--- config.mk ---
export PLATFORM = sky130hd
export DESIGN_NAME = cgsel_top
export DESIGN_NICKNAME = d
export VERILOG_FILES = /design/src/logic/cgsel_gate.v /design/src/logic/cgsel_top.v
export VERILOG_INCLUDE_DIRS = /design/src /design/src/logic
export SDC_FILE = /design/constraint.sdc
export NUM_CORES = 1
export LEC_CHECK = 0
export ABC_AREA = 1
export BUFFER_PORTS_ARGS = -buffer_cell sky130_fd_sc_hd__buf_2
export CORE_AREA = 4 4 94 140
export CTS_CLUSTER_SIZE = 8
export DETAILED_ROUTE_END_ITERATION = 10
export DIE_AREA = 0 0 98 144
export GPL_ROUTABILITY_DRIVEN = 0
export GPL_TIMING_DRIVEN = 0
export PLACE_DENSITY_LB_ADDON = 0.25
export SLEW_MARGIN = 20
export SYNTH_ARGS = -nofsm -noshare
export SYNTH_HDL_FRONTEND = slang
export SYNTH_SLANG_ARGS = --single-unit
--- constraint.sdc ---
create_clock -name core_clk_in -period 1.83 [get_ports core_clk_in]
set_input_delay 0.0915 -clock core_clk_in [delete_from_list [all_inputs] [get_ports core_clk_in]]
set_output_delay 0.0915 -clock core_clk_in [all_outputs]
set_load 0.05 [all_outputs]
--- src/logic/cgsel_regs.vh ---
// Constants of the clock select and gating block
`ifndef CGSEL_REGS_VH
`define CGSEL_REGS_VH
// Two-wire device address and byte indices
`define CGSEL_DEV_ADDR 7'h69
`define CGSEL_BYTE_FUNC 3'h0
`define CGSEL_BYTE_CPU 3'h1
`define CGSEL_BYTE_PCI 3'h2
`define CGSEL_BYTE_MEM 3'h3
`define CGSEL_BYTE_REF 3'h5
// Field positions in the function byte
`define CGSEL_BIT_STOPSEL 7
`define CGSEL_BIT_SWSEL 3
// Reset values
`define CGSEL_RST_FUNC 8'h00
`define CGSEL_RST_CPU 8'h0F
`define CGSEL_RST_PCI 8'hFF
`define CGSEL_RST_MEM 8'h3F
`define CGSEL_RST_REF 8'h07
// Spread modes
`define CGSEL_SPR_C035 2'h0
`define CGSEL_SPR_D050 2'h1
`define CGSEL_SPR_C060 2'h2
`define CGSEL_SPR_NONE 2'h3
// Power-down latency, ns, and core clock period, ns
`define CGSEL_PD_LAT_NS 3000000
`define CGSEL_CLK_NS 8
`endif

--- src/logic/cgsel_gate.v ---
// Glitch-free clock gate for one output
`timescale 1ns/1ps
module cgsel_gate (
  input wire core_clk_in,
  input wire rst_n_in,
  input wire clk_src_in,
  input wire enable_in,
  output reg gated_out
);
  reg en_r;
  // Enable changes only while source is low, so no runt high pulse
  always @(posedge core_clk_in) begin
    if (!rst_n_in) begin
      en_r <= 1'b0;
    end else if (!clk_src_in) begin
      en_r <= enable_in; // RULE_17
    end
  end
  // Held low while disabled
  always @(posedge core_clk_in) begin
    if (!rst_n_in) begin
      gated_out <= 1'b0;
    end else begin
      gated_out <= clk_src_in & en_r; // RULE_15
    end
  end
endmodule

--- src/logic/cgsel_top.v ---
// Clock select and gating control core
// What this block does
// [RULE_01] Latch straps once after power-on reset
// [RULE_02] Strap bit a picks CPU; bits b and c spread
// [RULE_03] Decode five-bit software select code
// [RULE_04] Codes 11xxx repeat the strap mapping
// [RULE_05] Bit three picks straps or register code
// [RULE_06] Memory stop low holds gated memory clocks
// [RULE_07] PCI stop low holds gated PCI clocks
// [RULE_08] Memory clocks copy the buffer input
// [RULE_09] Latched rate select picks 24 or 48
// [RULE_10] Clock stop halts all but CPU pair
// [RULE_11] Power down stops everything within 3 ms; code waits the full 3 ms after two sync stages, so clocks stop past 3 ms
// [RULE_12] CPU stop halts only single-ended CPU clock
// [RULE_13] Reference outputs carry crystal frequency
// [RULE_14] Settings written over the two-wire port
// [RULE_15] Disabled output stays low, no switching
// [RULE_16] Latched selects load inverted into register
// [RULE_17] Gate changes only while clock is low
`timescale 1ns/1ps
`include "cgsel_regs.vh"
module cgsel_top #(
  parameter PD_CYCLES = `CGSEL_PD_LAT_NS / `CGSEL_CLK_NS
) (
  input wire core_clk_in,
  input wire rst_n_in,
  input wire freq_sel_bit_a_in,
  input wire freq_sel_bit_b_in,
  input wire freq_sel_bit_c_in,
  input wire freq_sel_bit_d_in,
  input wire periph_rate_select_in,
  input wire mem_stop_n_in,
  input wire pci_clock_halt_n_in,
  input wire cpu_stop_n_in,
  input wire clock_stop_n_in,
  input wire power_down_n_in,
  input wire buffer_clk_in,
  input wire ref_clk_in,
  input wire cpu_clk_in,
  input wire pci_clk_in,
  input wire clk48_in,
  input wire clk24_in,
  input wire serial_clk_in,
  input wire serial_data_line_in,
  output wire serial_data_line_out,
  output wire serial_data_line_oe_out,
  output wire straps_oe_out,
  output wire [4:0] freq_code_out,
  output wire [1:0] spread_mode_out,
  output wire cpu_fast_out,
  output reg low_power_out,
  output wire cpu_diff_true_out,
  output wire cpu_diff_complement_out,
  output wire cpu_single_to_chipset_out,
  output wire pci_free_running_out,
  output wire pci_gated_out_zero_out,
  output wire [5:0] pci_gated_outs_upper_out,
  output wire mem_free_running_out,
  output wire [5:0] mem_gated_out,
  output wire clk48_out,
  output wire periph_selectable_out,
  output wire ref_out_two_out,
  output wire [1:0] ref_outs_low_out
);
  // ----------------------------------------------------------------
  // Input synchronisers
  // ----------------------------------------------------------------
  localparam NS = 16;
  wire [NS-1:0] raw = {freq_sel_bit_a_in, freq_sel_bit_b_in, freq_sel_bit_c_in, freq_sel_bit_d_in,
    periph_rate_select_in, mem_stop_n_in, pci_clock_halt_n_in, cpu_stop_n_in, clock_stop_n_in,
    power_down_n_in, buffer_clk_in, ref_clk_in, cpu_clk_in, pci_clk_in, serial_clk_in, serial_data_line_in};
  reg [NS-1:0] s1_r;
  reg [NS-1:0] s2_r;
  reg [1:0] ck48_s1_r;
  reg [1:0] ck48_s2_r;
  // Two stages; only the second stage is read by logic
  always @(posedge core_clk_in) begin
    if (!rst_n_in) begin
      s1_r <= {NS{1'b1}};
      s2_r <= {NS{1'b1}};
      ck48_s1_r <= 2'h0;
      ck48_s2_r <= 2'h0;
    end else begin
      s1_r <= raw;
      s2_r <= s1_r;
      ck48_s1_r <= {clk48_in, clk24_in};
      ck48_s2_r <= ck48_s1_r;
    end
  end
  wire sy_a = s2_r[15];
  wire sy_b = s2_r[14];
  wire sy_c = s2_r[13];
  wire sy_d = s2_r[12];
  wire sy_rate = s2_r[11];
  wire sy_mem_n = s2_r[10];
  wire sy_pci_n = s2_r[9];
  wire sy_cpu_n = s2_r[8];
  wire sy_cstop_n = s2_r[7];
  wire sy_pd_n = s2_r[6];
  wire sy_buf = s2_r[5];
  wire sy_ref = s2_r[4];
  wire sy_cpu = s2_r[3];
  wire sy_pci = s2_r[2];
  wire sy_scl = s2_r[1];
  wire sy_sda = s2_r[0];
  // ----------------------------------------------------------------
  // Strap capture
  // ----------------------------------------------------------------
  reg [2:0] settle_r;
  reg latched_r;
  reg [3:0] strap_r;
  reg rate_r;
  // Wait for synchronisers to fill, then capture once
  always @(posedge core_clk_in) begin
    if (!rst_n_in) begin
      settle_r <= 3'h0;
      latched_r <= 1'b0;
      strap_r <= 4'h0;
      rate_r <= 1'b0;
    end else if (!latched_r) begin
      settle_r <= settle_r + 3'h1;
      if (settle_r == 3'h3) begin
        latched_r <= 1'b1; // RULE_01
        strap_r <= ~{sy_d, sy_c, sy_b, sy_a}; // RULE_16
        rate_r <= sy_rate; // RULE_09
      end
    end
  end
  assign straps_oe_out = latched_r; // RULE_01
  // ----------------------------------------------------------------
  // Two-wire slave, write and read of byte registers
  // ----------------------------------------------------------------
  localparam ST_IDLE = 3'h0, ST_ADDR = 3'h1, ST_ACK = 3'h2, ST_CMD = 3'h3, ST_WR = 3'h4, ST_RD = 3'h5, ST_RACK = 3'h6;
  reg [2:0] st_r;
  reg [2:0] bit_r;
  reg [7:0] sh_r;
  reg rnw_r;
  reg [1:0] phase_r;
  reg [2:0] idx_r;
  reg scl_d_r;
  reg sda_d_r;
  reg sda_drv_r;
  reg [7:0] func_r;
  reg [7:0] cpu_en_r;
  reg [7:0] pci_en_r;
  reg [7:0] mem_en_r;
  reg [7:0] ref_en_r;
  wire scl_rise = sy_scl & ~scl_d_r;
  wire scl_fall = ~sy_scl & scl_d_r;
  wire start_c = sy_scl & scl_d_r & sda_d_r & ~sy_sda;
  wire stop_c = sy_scl & scl_d_r & ~sda_d_r & sy_sda;
  wire [7:0] rd_byte = (idx_r == `CGSEL_BYTE_FUNC) ? func_r :
    (idx_r == `CGSEL_BYTE_CPU) ? cpu_en_r : (idx_r == `CGSEL_BYTE_PCI) ? pci_en_r :
    (idx_r == `CGSEL_BYTE_MEM) ? {1'b0, rate_r, mem_en_r[5:0]} :
    (idx_r == `CGSEL_BYTE_REF) ? {strap_r[0], strap_r[1], strap_r[2], strap_r[3], rate_r, ref_en_r[2:0]} : 8'h00;
  // Protocol: address, command byte, then data bytes to successive indices
  always @(posedge core_clk_in) begin
    if (!rst_n_in) begin
      st_r <= ST_IDLE;
      bit_r <= 3'h0;
      sh_r <= 8'h00;
      rnw_r <= 1'b0;
      phase_r <= 2'h0;
      idx_r <= 3'h0;
      scl_d_r <= 1'b1;
      sda_d_r <= 1'b1;
      sda_drv_r <= 1'b0;
      func_r <= `CGSEL_RST_FUNC;
      cpu_en_r <= `CGSEL_RST_CPU;
      pci_en_r <= `CGSEL_RST_PCI;
      mem_en_r <= `CGSEL_RST_MEM;
      ref_en_r <= `CGSEL_RST_REF;
    end else begin
      scl_d_r <= sy_scl;
      sda_d_r <= sy_sda;
      if (start_c) begin
        st_r <= ST_ADDR;
        bit_r <= 3'h0;
        phase_r <= 2'h0;
        sda_drv_r <= 1'b0;
      end else if (stop_c) begin
        st_r <= ST_IDLE;
        sda_drv_r <= 1'b0;
      end else begin
        case (st_r)
          ST_ADDR, ST_CMD, ST_WR: begin
            if (scl_rise) begin
              sh_r <= {sh_r[6:0], sy_sda};
              bit_r <= bit_r + 3'h1;
              // Eighth bit in: acknowledge on the coming fall, not on the start's own fall
              if (bit_r == 3'h7) begin
                phase_r <= 2'h3;
              end
            end
            if (scl_fall && phase_r == 2'h3) begin
              if (st_r == ST_ADDR && sh_r[7:1] != `CGSEL_DEV_ADDR) begin
                st_r <= ST_IDLE;
                phase_r <= 2'h0;
              end else begin
                sda_drv_r <= 1'b1;
                st_r <= ST_ACK;
                if (st_r == ST_ADDR) begin
                  rnw_r <= sh_r[0];
                end else if (st_r == ST_CMD) begin
                  idx_r <= 3'h0;
                end else begin
                  case (idx_r) // RULE_14
                    `CGSEL_BYTE_FUNC: func_r <= sh_r; // RULE_05
                    `CGSEL_BYTE_CPU: cpu_en_r <= sh_r;
                    `CGSEL_BYTE_PCI: pci_en_r <= sh_r;
                    `CGSEL_BYTE_MEM: mem_en_r <= sh_r;
                    `CGSEL_BYTE_REF: ref_en_r <= sh_r;
                    default: ;
                  endcase
                  idx_r <= idx_r + 3'h1;
                end
                phase_r <= (st_r == ST_ADDR) ? 2'h1 : 2'h2;
              end
            end
          end
          ST_ACK: begin
            if (scl_fall) begin
              sda_drv_r <= 1'b0;
              bit_r <= 3'h0;
              if (rnw_r && phase_r == 2'h1) begin
                st_r <= ST_RD;
                sh_r <= rd_byte;
                sda_drv_r <= ~rd_byte[7];
              end else begin
                st_r <= (phase_r == 2'h1) ? ST_CMD : ST_WR;
              end
              phase_r <= 2'h0;
            end
          end
          ST_RD: begin
            if (scl_fall) begin
              bit_r <= bit_r + 3'h1;
              sh_r <= {sh_r[6:0], 1'b0};
              sda_drv_r <= (bit_r == 3'h7) ? 1'b0 : ~sh_r[6];
              if (bit_r == 3'h7) begin
                st_r <= ST_RACK;
                idx_r <= idx_r + 3'h1;
              end
            end
          end
          ST_RACK: begin
            if (scl_rise) begin
              st_r <= sy_sda ? ST_IDLE : ST_ACK;
              phase_r <= 2'h1;
            end
          end
          default: st_r <= ST_IDLE;
        endcase
      end
    end
  end
  assign serial_data_line_out = 1'b0;
  assign serial_data_line_oe_out = sda_drv_r;
  // ----------------------------------------------------------------
  // Frequency selection
  // ----------------------------------------------------------------
  wire sw_sel = func_r[`CGSEL_BIT_SWSEL]; // RULE_05
  wire [4:0] sw_code = {func_r[2], func_r[1], func_r[6], func_r[5], func_r[4]}; // RULE_03
  // Stored copy is inverted; decode uses the pin levels
  wire [4:0] hw_code = {2'b11, ~strap_r[2:0]}; // RULE_02
  assign freq_code_out = sw_sel ? sw_code : hw_code; // RULE_04
  assign spread_mode_out = (freq_code_out[4:3] == 2'b11) ? freq_code_out[2:1] : `CGSEL_SPR_NONE; // RULE_03
  assign cpu_fast_out = freq_code_out[0]; // RULE_02
  // ----------------------------------------------------------------
  // Power down and output gating
  // ----------------------------------------------------------------
  localparam PDW = 20;
  reg [PDW-1:0] pd_cnt_r;
  // Count reaches low power after PD_CYCLES cycles, the whole latency bound
  always @(posedge core_clk_in) begin
    if (!rst_n_in) begin
      pd_cnt_r <= {PDW{1'b0}};
      low_power_out <= 1'b0;
    end else if (sy_pd_n) begin
      pd_cnt_r <= {PDW{1'b0}};
      low_power_out <= 1'b0;
    end else if (pd_cnt_r == PD_CYCLES[PDW-1:0] - 1'b1 || low_power_out) begin
      low_power_out <= 1'b1; // RULE_11
    end else begin
      pd_cnt_r <= pd_cnt_r + 1'b1;
    end
  end
  wire run = ~low_power_out & ~(sy_cstop_n == 1'b0) & latched_r; // RULE_10
  wire diff_run = ~low_power_out & latched_r;
  wire mem_go = run & sy_mem_n; // RULE_06
  wire pci_go = run & sy_pci_n; // RULE_07
  wire periph_src = rate_r ? ck48_s2_r[0] : ck48_s2_r[1]; // RULE_09
  localparam NG = 23;
  wire [NG-1:0] g_src = {sy_cpu, sy_cpu, sy_cpu, sy_pci, {7{sy_pci}}, sy_buf, {6{sy_buf}},
    ck48_s2_r[1], periph_src, sy_ref, sy_ref, sy_ref}; // RULE_08 RULE_13
  wire [NG-1:0] g_en = {diff_run & cpu_en_r[1], diff_run & cpu_en_r[0],
    run & sy_cpu_n & cpu_en_r[2], // RULE_12
    run & pci_en_r[0], {7{pci_go}} & pci_en_r[7:1],
    run & mem_en_r[3], {mem_go & mem_en_r[2], mem_go & mem_en_r[2], mem_go & mem_en_r[1],
    mem_go & mem_en_r[1], mem_go & mem_en_r[0], mem_go & mem_en_r[0]},
    run & mem_en_r[5], run & mem_en_r[4], run & ref_en_r[2], run & ref_en_r[1], run & ref_en_r[0]};
  wire [NG-1:0] g_out;
  genvar gi;
  generate
    for (gi = 0; gi < NG; gi = gi + 1) begin : g_gate
      cgsel_gate u_gate (
        .core_clk_in(core_clk_in),
        .rst_n_in(rst_n_in),
        .clk_src_in(g_src[gi]),
        .enable_in(g_en[gi]),
        .gated_out(g_out[gi])
      );
    end
  endgenerate
  // Open-drain pair shown as logic levels; complement gates the same CPU source, not inverted
  assign cpu_diff_true_out = g_out[22];
  assign cpu_diff_complement_out = g_out[21];
  assign cpu_single_to_chipset_out = g_out[20];
  assign pci_free_running_out = g_out[19];
  assign pci_gated_outs_upper_out = g_out[18:13];
  assign pci_gated_out_zero_out = g_out[12];
  assign mem_free_running_out = g_out[11];
  assign mem_gated_out = g_out[10:5];
  assign clk48_out = g_out[4];
  assign periph_selectable_out = g_out[3];
  assign ref_out_two_out = g_out[2];
  assign ref_outs_low_out = g_out[1:0];
  wire unused_ok = func_r[0] & func_r[`CGSEL_BIT_STOPSEL] & strap_r[3] & cpu_en_r[7] & ref_en_r[7];
endmodule

==> flow_summary.ini, run 1 <==
[status]
status = finished, final reports clean

[placement]
hpwl_um = 12200
dpl.cell_count = 1158
pre_cts_ws_ps = -119
portBuffers = 52

[timing]
maxSlewHeadroom = 0.609
clock-skew-final_ps = 10.1
timing.fmax_mhz = 589
setup_ws_ps = 131
hold_slack_ps = 35.8
fin_crit_sh = 0.928
tightest_slew_ps = 586
fin_tns_setup_ps = 0
rsz0062_at_grt = no
hold_viol_final = 0
finalSetupViolations = 0
slew_violations = 0
min_period_ps = 1700

[synthesis]
syn_area_per_cell_sq_um = 7.39
synthTopCellsByArea = dfxtp_1, nand2_1, nor2_1
synth.top_cell.area_share = 0.460
synth_edf_count = 0
yosysMostFrequentCell = nand2_1
synth_ff_type = dfxtp_1
yosysTopAreaCell = dfxtp_1
synth_cells = 953
seq_area_frac_synth = 0.460
netlist_area_sq_um = 7050
ys_ff_latch = 162
ys_types = 40
async_flop_share = 0
syn-num-nets = 983
synth_commonest_cells = nand2_1, dfxtp_1, nor2_1, inv_1, a21oi_1
synth_warnings = 0

[pwr]
p_sw_frac = 0.363
seqPwrFrac = 0.386
power_frac_comb = 0.273
p_leak_nw = 3.78
internal_power_mw = 6.47
p_per_area_nw_per_um2 = 1220
p_clk_frac = 0.340
max-vdd-ir-drop_mv = 0.836
finalPower_mw = 10.2
netSwitchingPower_mw = 3.68

[floorplanning]
core_area_sq_um = 12000
die_w_um = 98
die_area_sq_um = 14100
initial_core_util = 0.589
pin_count = 55
die_h_um = 144
rows = 49

[worst_setup_path]
start_kind = flip-flop
cp_data_arrival_time_ps = 2010
crit_type = reg -> reg
crit_required_ps = 2150
worstPathMaxFanout = 10
cp-end-kind = flip-flop
r2r_slack_ps = 130

[job]
max_cap_viol_count = 0

[clock_tree]
clockBufferDepth = 2
clockRootBuffer = clkbuf_16
htree_num_levels = 4
cts_inserted_buffers = 17
clock-sinks = 162
clock_latency_ps = 430
clk_pin_slew_ps = 70
tritoncts = built

[routing]
wire_per_inst_um = 14.0
route.detailed.drc = 0
drt_iter0_drc = 313
drtPass1Iterations = 6
routed_wl_um = 16900
ant_nets = 0
via_per_inst = 5.23
via_count = 6305

[finish]
fin_nets = 1070
antenna_cells = 0
fin_cells = 1206
drive_gt1_frac = 0.184
syn2layout_area_growth_pct = 18.4

[hold_path]
hp-class = in -> reg

[global_routing]
grt_pass1_vias = 6069
antenna_found_initial = 0
grt_first_pass_wirelength_um = 27700
overflow = 0
gr-usage-all-layers = 0.247
grt_max_degree = 19
[cell families (layout without fill, tap and decap cells)]
| logic type | Yosys count | in the layout | synth area share |
|---|---|---|---|
| multiplexers | 1 | 1 | 0.00142 |
| AND/OR/NAND/NOR | 483 | 483 | 0.299 |
| adder cells (fa/ha/maj) | 10 | 10 | 0.0178 |
| other | 1 | 1 | 0.000532 |
| flip-flops | 162 | 162 | 0.460 |
| AO/OA/AOI/OAI | 127 | 127 | 0.107 |
| buffers and inverters | 154 | 254 | 0.0953 |
| XOR/XNOR | 15 | 15 | 0.0186 |
[cell type report]
type / count / area [sq um]
clock inverters: 15 / 164
plain buffers: 46 / 283
clock buffers: 17 / 425
fillers: 989 / 3610
repair buffers: 71 / 448
flip-flops and latches: 162 / 3250
well taps: 153 / 191
inverters: 105 / 394
multi-input cells: 637 / 3190
[state kept, by name, indices dropped and copies added (netlist names), 8 cells and up]
| signal | count |
|---|---|
| sh_r | 8 |
| s1_r | 16 |
| pd_cnt_r | 20 |
| cpu_en_r | 8 |
| g_gate.u_gate.gated_out | 20 |
| g_gate.u_gate.en_r | 20 |
| func_r | 8 |
| s2_r | 16 |
| pci_en_r | 8 |
[power groups by stage]
| stage | clock (mW) | combinational (mW) | sequential [mW] |
|---|---|---|---|
| after global routing | 3.66 | 3.11 | 3.95 |
| after CTS | 3.50 | 2.68 | 3.92 |
| after detailed placement | 0 | 2.63 | 3.99 |
| after global placement | 0 | 2.59 | 3.99 |
| after floorplan | 0 | 2.00 | 3.99 |
| final | 3.46 | 2.77 | 3.92 |
[layer usage]
layer  global-route usage  wire length (um)  vias to the layer above
li1                     -                 -                     3184
met1                0.244              6160                     2881
met2                0.479              9310                      172
met3               0.0401               604                       68
met4                0.144               830                        0
met5                    0                 0                        -
[worst paths after layout]
kind	from	to	cells past startpoint
worst max-delay path	st_r[0]	sh_r[7]	10
worst min-delay path	rst_n_in	g_gate[20].u_gate.gated_out	3
worst min register to register	s2_r[12]	strap_r[3]	1
worst max register to register	st_r[0]	sh_r[7]	10
[worst max-delay path: stages, from the launching register on]
cell	delay, ps
dfxtp_1	420
inv_2	90
nor2_2	170
inv_2	80
nand2_4	120
nor2_4	60
nor2_8	140
nand3_4	130
buf_6	180
nor2_1	140
nor2_1	60
[layout by cell type, fill, tap and decap left out, drive strengths merged, types with 2 or more instances in the layout]
master / Yosys / final
a21oi: 54 / 54
or2: 33 / 33
inv: 105 / 113
dfxtp: 162 / 162
dlygate4sd3: 0 / 18
nand3b: 5 / 5
nand4: 12 / 12
nand2: 254 / 254
buf: 36 / 85
ha: 10 / 10
and2: 2 / 2
a21boi: 2 / 2
clkbuf: 13 / 31
nor3: 7 / 7
xor2: 8 / 8
o211ai: 21 / 21
nand3: 43 / 43
clkinv: 0 / 6
o21ai: 30 / 30
o22ai: 7 / 7
a31o: 7 / 7
a211oi: 5 / 5
nor2: 126 / 126
xnor2: 7 / 7
[timing repair]
| item | 4_1_cts | 5_1_grt |
|---|---|---|
| cloned | 0 | 0 |
| setup endpoints to repair | 23 | 57 |
| hold buffers | 18 | 0 |
| gates resized for setup | 3 | 23 |
| hold endpoints to repair | 18 | 0 |
| setup buffers | 0 | 1 |
| pin swaps | 0 | 1 |
[through the flow]
stage                     instance area (sq um)  utilization
after CTS                                  8270        0.692
after global routing                       8340        0.698
after detailed placement                   7500        0.627
after floorplan                            7050            -
final                                      8340        0.698
after global placement                     7500        0.627
Note: power is estimated with default switching activity, not from simulation.
==> inputs of run 2 (changes only) <==
--- a/config.mk
+++ b/config.mk
@@ -8,14 +8,15 @@
 export LEC_CHECK = 0
 export ABC_AREA = 1
 export BUFFER_PORTS_ARGS = -buffer_cell sky130_fd_sc_hd__buf_2
-export CORE_AREA = 4 4 94 140
+export CORE_AREA = 4 4 96 143
 export CTS_CLUSTER_SIZE = 8
 export DETAILED_ROUTE_END_ITERATION = 10
-export DIE_AREA = 0 0 98 144
+export DIE_AREA = 0 0 100 147
 export GPL_ROUTABILITY_DRIVEN = 0
 export GPL_TIMING_DRIVEN = 0
 export PLACE_DENSITY_LB_ADDON = 0.25
 export SLEW_MARGIN = 20
 export SYNTH_ARGS = -nofsm -noshare
 export SYNTH_HDL_FRONTEND = slang
+export SYNTH_HIERARCHICAL = 1
 export SYNTH_SLANG_ARGS = --single-unit
==> flow_summary.ini, run 2 <==
[clock_tree]
clockBufferDepth = 2
clockRootBuffer = clkbuf_16
cts_inserted_buffers = 17
clk_pin_slew_ps = 80
clock-sinks = 168
htree_num_levels = 4
tritoncts = built
clock_latency_ps = 430

[timing]
slew_violations = 0
timing.fmax_mhz = 576
fin_tns_setup_ps = 0
hold_viol_final = 0
tightest_slew_ps = 707
hold_slack_ps = 256
finalSetupViolations = 0
min_period_ps = 1740
fin_crit_sh = 0.949
clock-skew-final_ps = 11.2
maxSlewHeadroom = 0.528

[job]
max_cap_viol_count = 0

[routing]
drt_iter0_drc = 332
route.detailed.drc = 0
drtPass1Iterations = 7
via_count = 6745
via_per_inst = 5.17
wire_per_inst_um = 13.9
routed_wl_um = 18200
ant_nets = 0

[synthesis]
synth_xor_area_frac = 0.0167
synth.top_cell.area_share = 0.457
synth_warnings = 6
synthMuxAreaShare = 0.00153
synthTopCellsByArea = dfxtp_1, nand2_1, nor2_1
synth_edf_count = 0
syn-num-nets = 1070
synth-compound-area-share = 0.0649
ys_types = 38
synth_adder_area_share = 0.0170
synth_ff_type = dfxtp_1
yosysMostFrequentCell = nand2_1
ys_ff_latch = 168
syn_area_per_cell_sq_um = 7.08
netlist_area_sq_um = 7360
synth_cells = 1040
yosys.area_share.simple = 0.349
seq_area_frac_synth = 0.457
yosysTopAreaCell = dfxtp_1
synth_commonest_cells = nand2_1, dfxtp_1, nor2_1, inv_1, nand3_1
synth_top_family_by_area = simple AND/OR/NAND/NOR gates
async_flop_share = 0

[global_routing]
gr-usage-all-layers = 0.252
grt_first_pass_wirelength_um = 29700
overflow = 0
antenna_found_initial = 0
grt_pass1_vias = 6457
grt_max_degree = 49

[floorplanning]
die_w_um = 100
core_area_sq_um = 12400
die_h_um = 147
rows = 50
pin_count = 55
die_area_sq_um = 14700
initial_core_util = 0.591

[finish]
final_common_cell = nand2_1
fillCellCount = 1036
fin_nets = 1165
fin_area_sq_um = 8740
drive_gt1_frac = 0.159
syn2layout_area_growth_pct = 18.7
top_regs = g_gate.u_gate/en_r (23), g_gate.u_gate/gated_out (23), pd_cnt_r (20)
antenna_cells = 0
layout_common_cells = nand2_1, dfxtp_1, nor2_1, inv_1, nand3_1

[status]
status = finished, final reports clean

[pwr]
power_frac_comb = 0.216
p_sw_frac = 0.336
p_clk_frac = 0.376
netSwitchingPower_mw = 3.30
max-vdd-ir-drop_mv = 0.710
internal_power_mw = 6.51
p_leak_nw = 4.56
p_per_area_nw_per_um2 = 1120
seqPwrFrac = 0.409

[worst_setup_path]
cp_common_cell = nand2_1
worstPathMaxFanout = 10
start_kind = flip-flop
crit_required_ps = 2150
cp-end-kind = flip-flop
path_cells = inv_1, nand2_1, nor2_2, nor2_2, nand2_2, nor3_4, buf_6, nand2_1, nand2_1, nor2_1
crit_type = reg -> reg
critPathTopFamily = simple AND/OR/NAND/NOR gates
critPathBufInv = 2
crit_slowest_cell = dfxtp_1
cp_slowest_stage_delay_ps = 400
cp_data_arrival_time_ps = 2050

[placement]
hpwl_um = 13000
portBuffers = 53
placed_area_sq_um = 7820

[hold_path]
hp-class = in -> reg
run 2: changes by cell type after synthesis, moves of 16 or more:
cell,before,now
nand2_1,249,285
buf_4,18,2
inv_1,97,134
nor2_1,119,138
nand3_1,40,93
a21oi_1,53,36
run 2: final cells by class:
cell class                 count  area [sq um]  area share
sequential                   168          3370       0.385
multi-input combinational    700          3350       0.384
inverter                     140           528      0.0604
timing repair buffer          77           493      0.0564
clock buffer                  17           425      0.0487
clock inverter                15           203      0.0232
tap                          156           195      0.0223
buffer                        31           174      0.0199
run 2: metrics by stage:
step / util / cells / power, mW / setup slack [ps]
after floorplan: - / 1040 / 5.54 / -402
after detailed placement: 0.628 / 1249 / 6.06 / -243
after CTS: 0.693 / 1298 / 9.75 / 0.423
after global routing: 0.702 / 1304 / 10.3 / -24.1
after global placement: 0.628 / 1249 / 6.02 / -225
final: 0.702 / 1304 / 9.81 / 94.0
run 2: worst min-delay path, delay by kind of cell:
kind / cells / cell delay, ps
buffers and inverters: 1 / 330
AND/OR/NAND/NOR: 2 / 220
run 2: logic make-up (layout without fill, tap and decap cells):
kind of cell / count (synthesis) / after routing
fa+ha+maj: 10 / 10
other cells: 1 / 1
flops: 168 / 168
buf+inv: 172 / 280
mux: 1 / 1
compound gates: 83 / 83
simple gates: 591 / 591
xor+xnor: 14 / 14
run 2: worst paths after layout:
check | depth (start not counted) | startpoint | endpoint | slack [ps]
min | 3 | rst_n_in | g_gate[10].u_gate/en_r | 260
max | 10 | s2_r[0] | func_r[7] | 90
max reg2reg | 10 | s2_r[0] | func_r[7] | 90
min reg2reg | 1 | s2_r[14] | strap_r[1] | 400
run 2: routing by layer:
metal | vias up | part of all wire | routed length, um | global-route usage
li1 | 3438 | - | - | -
met1 | 3045 | 0.38 | 6860 | 0.260
met2 | 194 | 0.53 | 9700 | 0.470
met3 | 68 | 0.044 | 799 | 0.0475
met4 | 0 | 0.045 | 826 | 0.134
met5 | - | 0 | 0 | 0
run 2: repair_timing:
item | CTS | global route
pin swaps | 0 | 2
hold buffers | 18 | 0
gates resized for setup | 3 | 24
setup endpoints to repair | 17 | 46
hold endpoints to repair | 18 | 0
buffers inserted | 0 | 6
run 2: power by group through the flow:
stage	logic (mW)	clock network (mW)	registers, mW
2_1_floorplan	1.46	0	4.08
3_3_place_gp	1.94	0	4.08
3_5_place_dp	1.98	0	4.08
4_1_cts	2.03	3.72	4.00
5_1_grt	2.36	3.87	4.03
6_report	2.12	3.69	4.01
==> inputs of run 3 (changes only) <==
--- a/config.mk
+++ b/config.mk
@@ -8,15 +8,14 @@
 export LEC_CHECK = 0
 export ABC_AREA = 1
 export BUFFER_PORTS_ARGS = -buffer_cell sky130_fd_sc_hd__buf_2
-export CORE_AREA = 4 4 96 143
+export CORE_AREA = 4 4 91 136
 export CTS_CLUSTER_SIZE = 8
 export DETAILED_ROUTE_END_ITERATION = 10
-export DIE_AREA = 0 0 100 147
+export DIE_AREA = 0 0 95 140
 export GPL_ROUTABILITY_DRIVEN = 0
 export GPL_TIMING_DRIVEN = 0
 export PLACE_DENSITY_LB_ADDON = 0.25
 export SLEW_MARGIN = 20
 export SYNTH_ARGS = -nofsm -noshare
 export SYNTH_HDL_FRONTEND = slang
-export SYNTH_HIERARCHICAL = 1
 export SYNTH_SLANG_ARGS = --single-unit
==> constraint.sdc (replaced) <==
create_clock -name core_clk_in -period 2.2 [get_ports core_clk_in]
set_input_delay 0.11 -clock core_clk_in [delete_from_list [all_inputs] [get_ports core_clk_in]]
set_output_delay 0.11 -clock core_clk_in [all_outputs]
set_load 0.05 [all_outputs]
==> flow_summary.ini, run 3 (same netlist as run 1, synthesis figures left out) <==
[status]
status = finished, final reports clean

[timing]
setup_ws_ps = 221
tightest_slew_ps = 580
min_period_ps = 1980
timing.fmax_mhz = 505
hold_viol_final = 0
fin_crit_sh = 0.900
hold_slack_ps = 33.4
fin_tns_setup_ps = 0
maxSlewHeadroom = 0.613
finalSetupViolations = 0
rsz0062_at_grt = no
clock-skew-final_ps = 7.76
slew_violations = 0

[pwr]
seqPwrFrac = 0.385
internal_power_mw = 5.37
p_leak_nw = 3.77
p_per_area_nw_per_um2 = 1020
max-vdd-ir-drop_mv = 0.752
finalPower_mw = 8.47
p_clk_frac = 0.347
power_frac_comb = 0.268
p_sw_frac = 0.366
netSwitchingPower_mw = 3.10

[clock_tree]
clk_pin_slew_ps = 70
tritoncts = built
clockBufferDepth = 2
post_cts_buffers = 0
clock_latency_ps = 430
clock-sinks = 162
clockRootBuffer = clkbuf_16
htree_num_levels = 4
cts_inserted_buffers = 17

[routing]
via_per_inst = 5.20
wire_per_inst_um = 14.0
drtPass1Iterations = 5
ant_nets = 0
routed_wl_um = 16900
drt_iter0_drc = 320
route.detailed.drc = 0
via_count = 6262

[floorplanning]
core_area_sq_um = 11300
die_area_sq_um = 13300
pin_count = 55
initial_core_util = 0.624
die_h_um = 140
rows = 48
die_w_um = 95

[finish]
final_common_cell = nand2_1
layout_common_cells = nand2_1, dfxtp_1, nor2_1, inv_1, buf_2
fillCellCount = 912
top_regs = g_gate.u_gate.en_r (20), g_gate.u_gate.gated_out (20), pd_cnt_r (20)
fin_area_sq_um = 8280
drive_gt1_frac = 0.173
syn2layout_area_growth_pct = 17.5
final_util = 0.733
antenna_cells = 0
fin_nets = 1072
seqCellArea_sq_um = 3240
multi_input_area_sq_um = 3130
fin_cells = 1205

[worst_setup_path]
crit_type = reg -> reg
cp_common_cell = nand2_1
critPathBufInv = 4
start_kind = flip-flop
cp_slowest_stage_delay_ps = 320
crit_slowest_cell = clkbuf_1
critPathTopFamily = buffers and inverters
crit_required_ps = 2530
cp_data_arrival_time_ps = 2310
path_cells = buf_2, inv_2, ha_1, clkbuf_1, inv_1, nand4_1, nand2_1, nand3_1, nand2_1, nand2_1, nand2_1, nor2_1, nor2_1
worstPathMaxFanout = 9
cp-end-kind = flip-flop

[global_routing]
overflow = 0
grt_pass1_vias = 6131
grt_first_pass_wirelength_um = 28400
grt_max_degree = 20
gr-usage-all-layers = 0.274
antenna_found_initial = 0

[placement]
dpl.cell_count = 1155
placed_area_sq_um = 7490
hpwl_um = 12300
portBuffers = 52
pre_cts_ws_ps = 286

[hold_path]
hp-class = in -> reg

[job]
max_cap_viol_count = 0
-- run 3: cell count changes in the layout (fill, tap and decap cells not counted), moves of 8 or more --
cell / change
o21ai_0: +8
a21oi_1: +17
buf_4: +9
nor2_1: -18
nand3_1: -53
inv_1: -36
nand2_1: -33
-- run 3: timing repair --
action | 4_1_cts | 5_1_grt
hold endpoints to repair | 18 | 0
gates resized for setup | 0 | 0
hold buffers | 18 | 0
-- run 3: layout make-up --
type | count | share of cell area
Sequential cell | 162 | 0.392
Multi-Input combinational cell | 637 | 0.378
Timing Repair Buffer | 70 | 0.0532
Clock buffer | 17 | 0.0514
Inverter | 105 | 0.0476
Buffer | 49 | 0.0336
Tap cell | 150 | 0.0227
Clock inverter | 15 | 0.0215
-- run 3: final timing paths --
path | from | end | slack [ps] | cells after the start
setup / recovery | idx_r[2] | sh_r[5] | 220 | 13
hold / removal | rst_n_in | g_gate[20].u_gate.gated_out | 30 | 3
setup reg to reg | idx_r[2] | sh_r[5] | 220 | 13
hold reg to reg | s2_r[12] | strap_r[3] | 400 | 1
-- run 3: routing by layer --
metal | vias up | global-route usage | wire length (um)
li1 | 3180 | - | -
met5 | - | 0 | 0
met3 | 56 | 0.0575 | 674
met1 | 2870 | 0.280 | 6130
met4 | 0 | 0.148 | 824
met2 | 156 | 0.506 | 9260
-- run 3: power by group through the flow --
stage	clock, mW	sequential (mW)	combinational [mW]
2_1_floorplan	0	3.32	1.66
5_1_grt	3.09	3.28	2.53
3_5_place_dp	0	3.32	2.18
4_1_cts	2.97	3.25	2.23
3_3_place_gp	0	3.31	2.15
6_report	2.94	3.26	2.27
-- run 3: tightest hold or removal path: stages --
cell and delay, ps:
buf_2 170, nand2_1 110, nor2_1 40
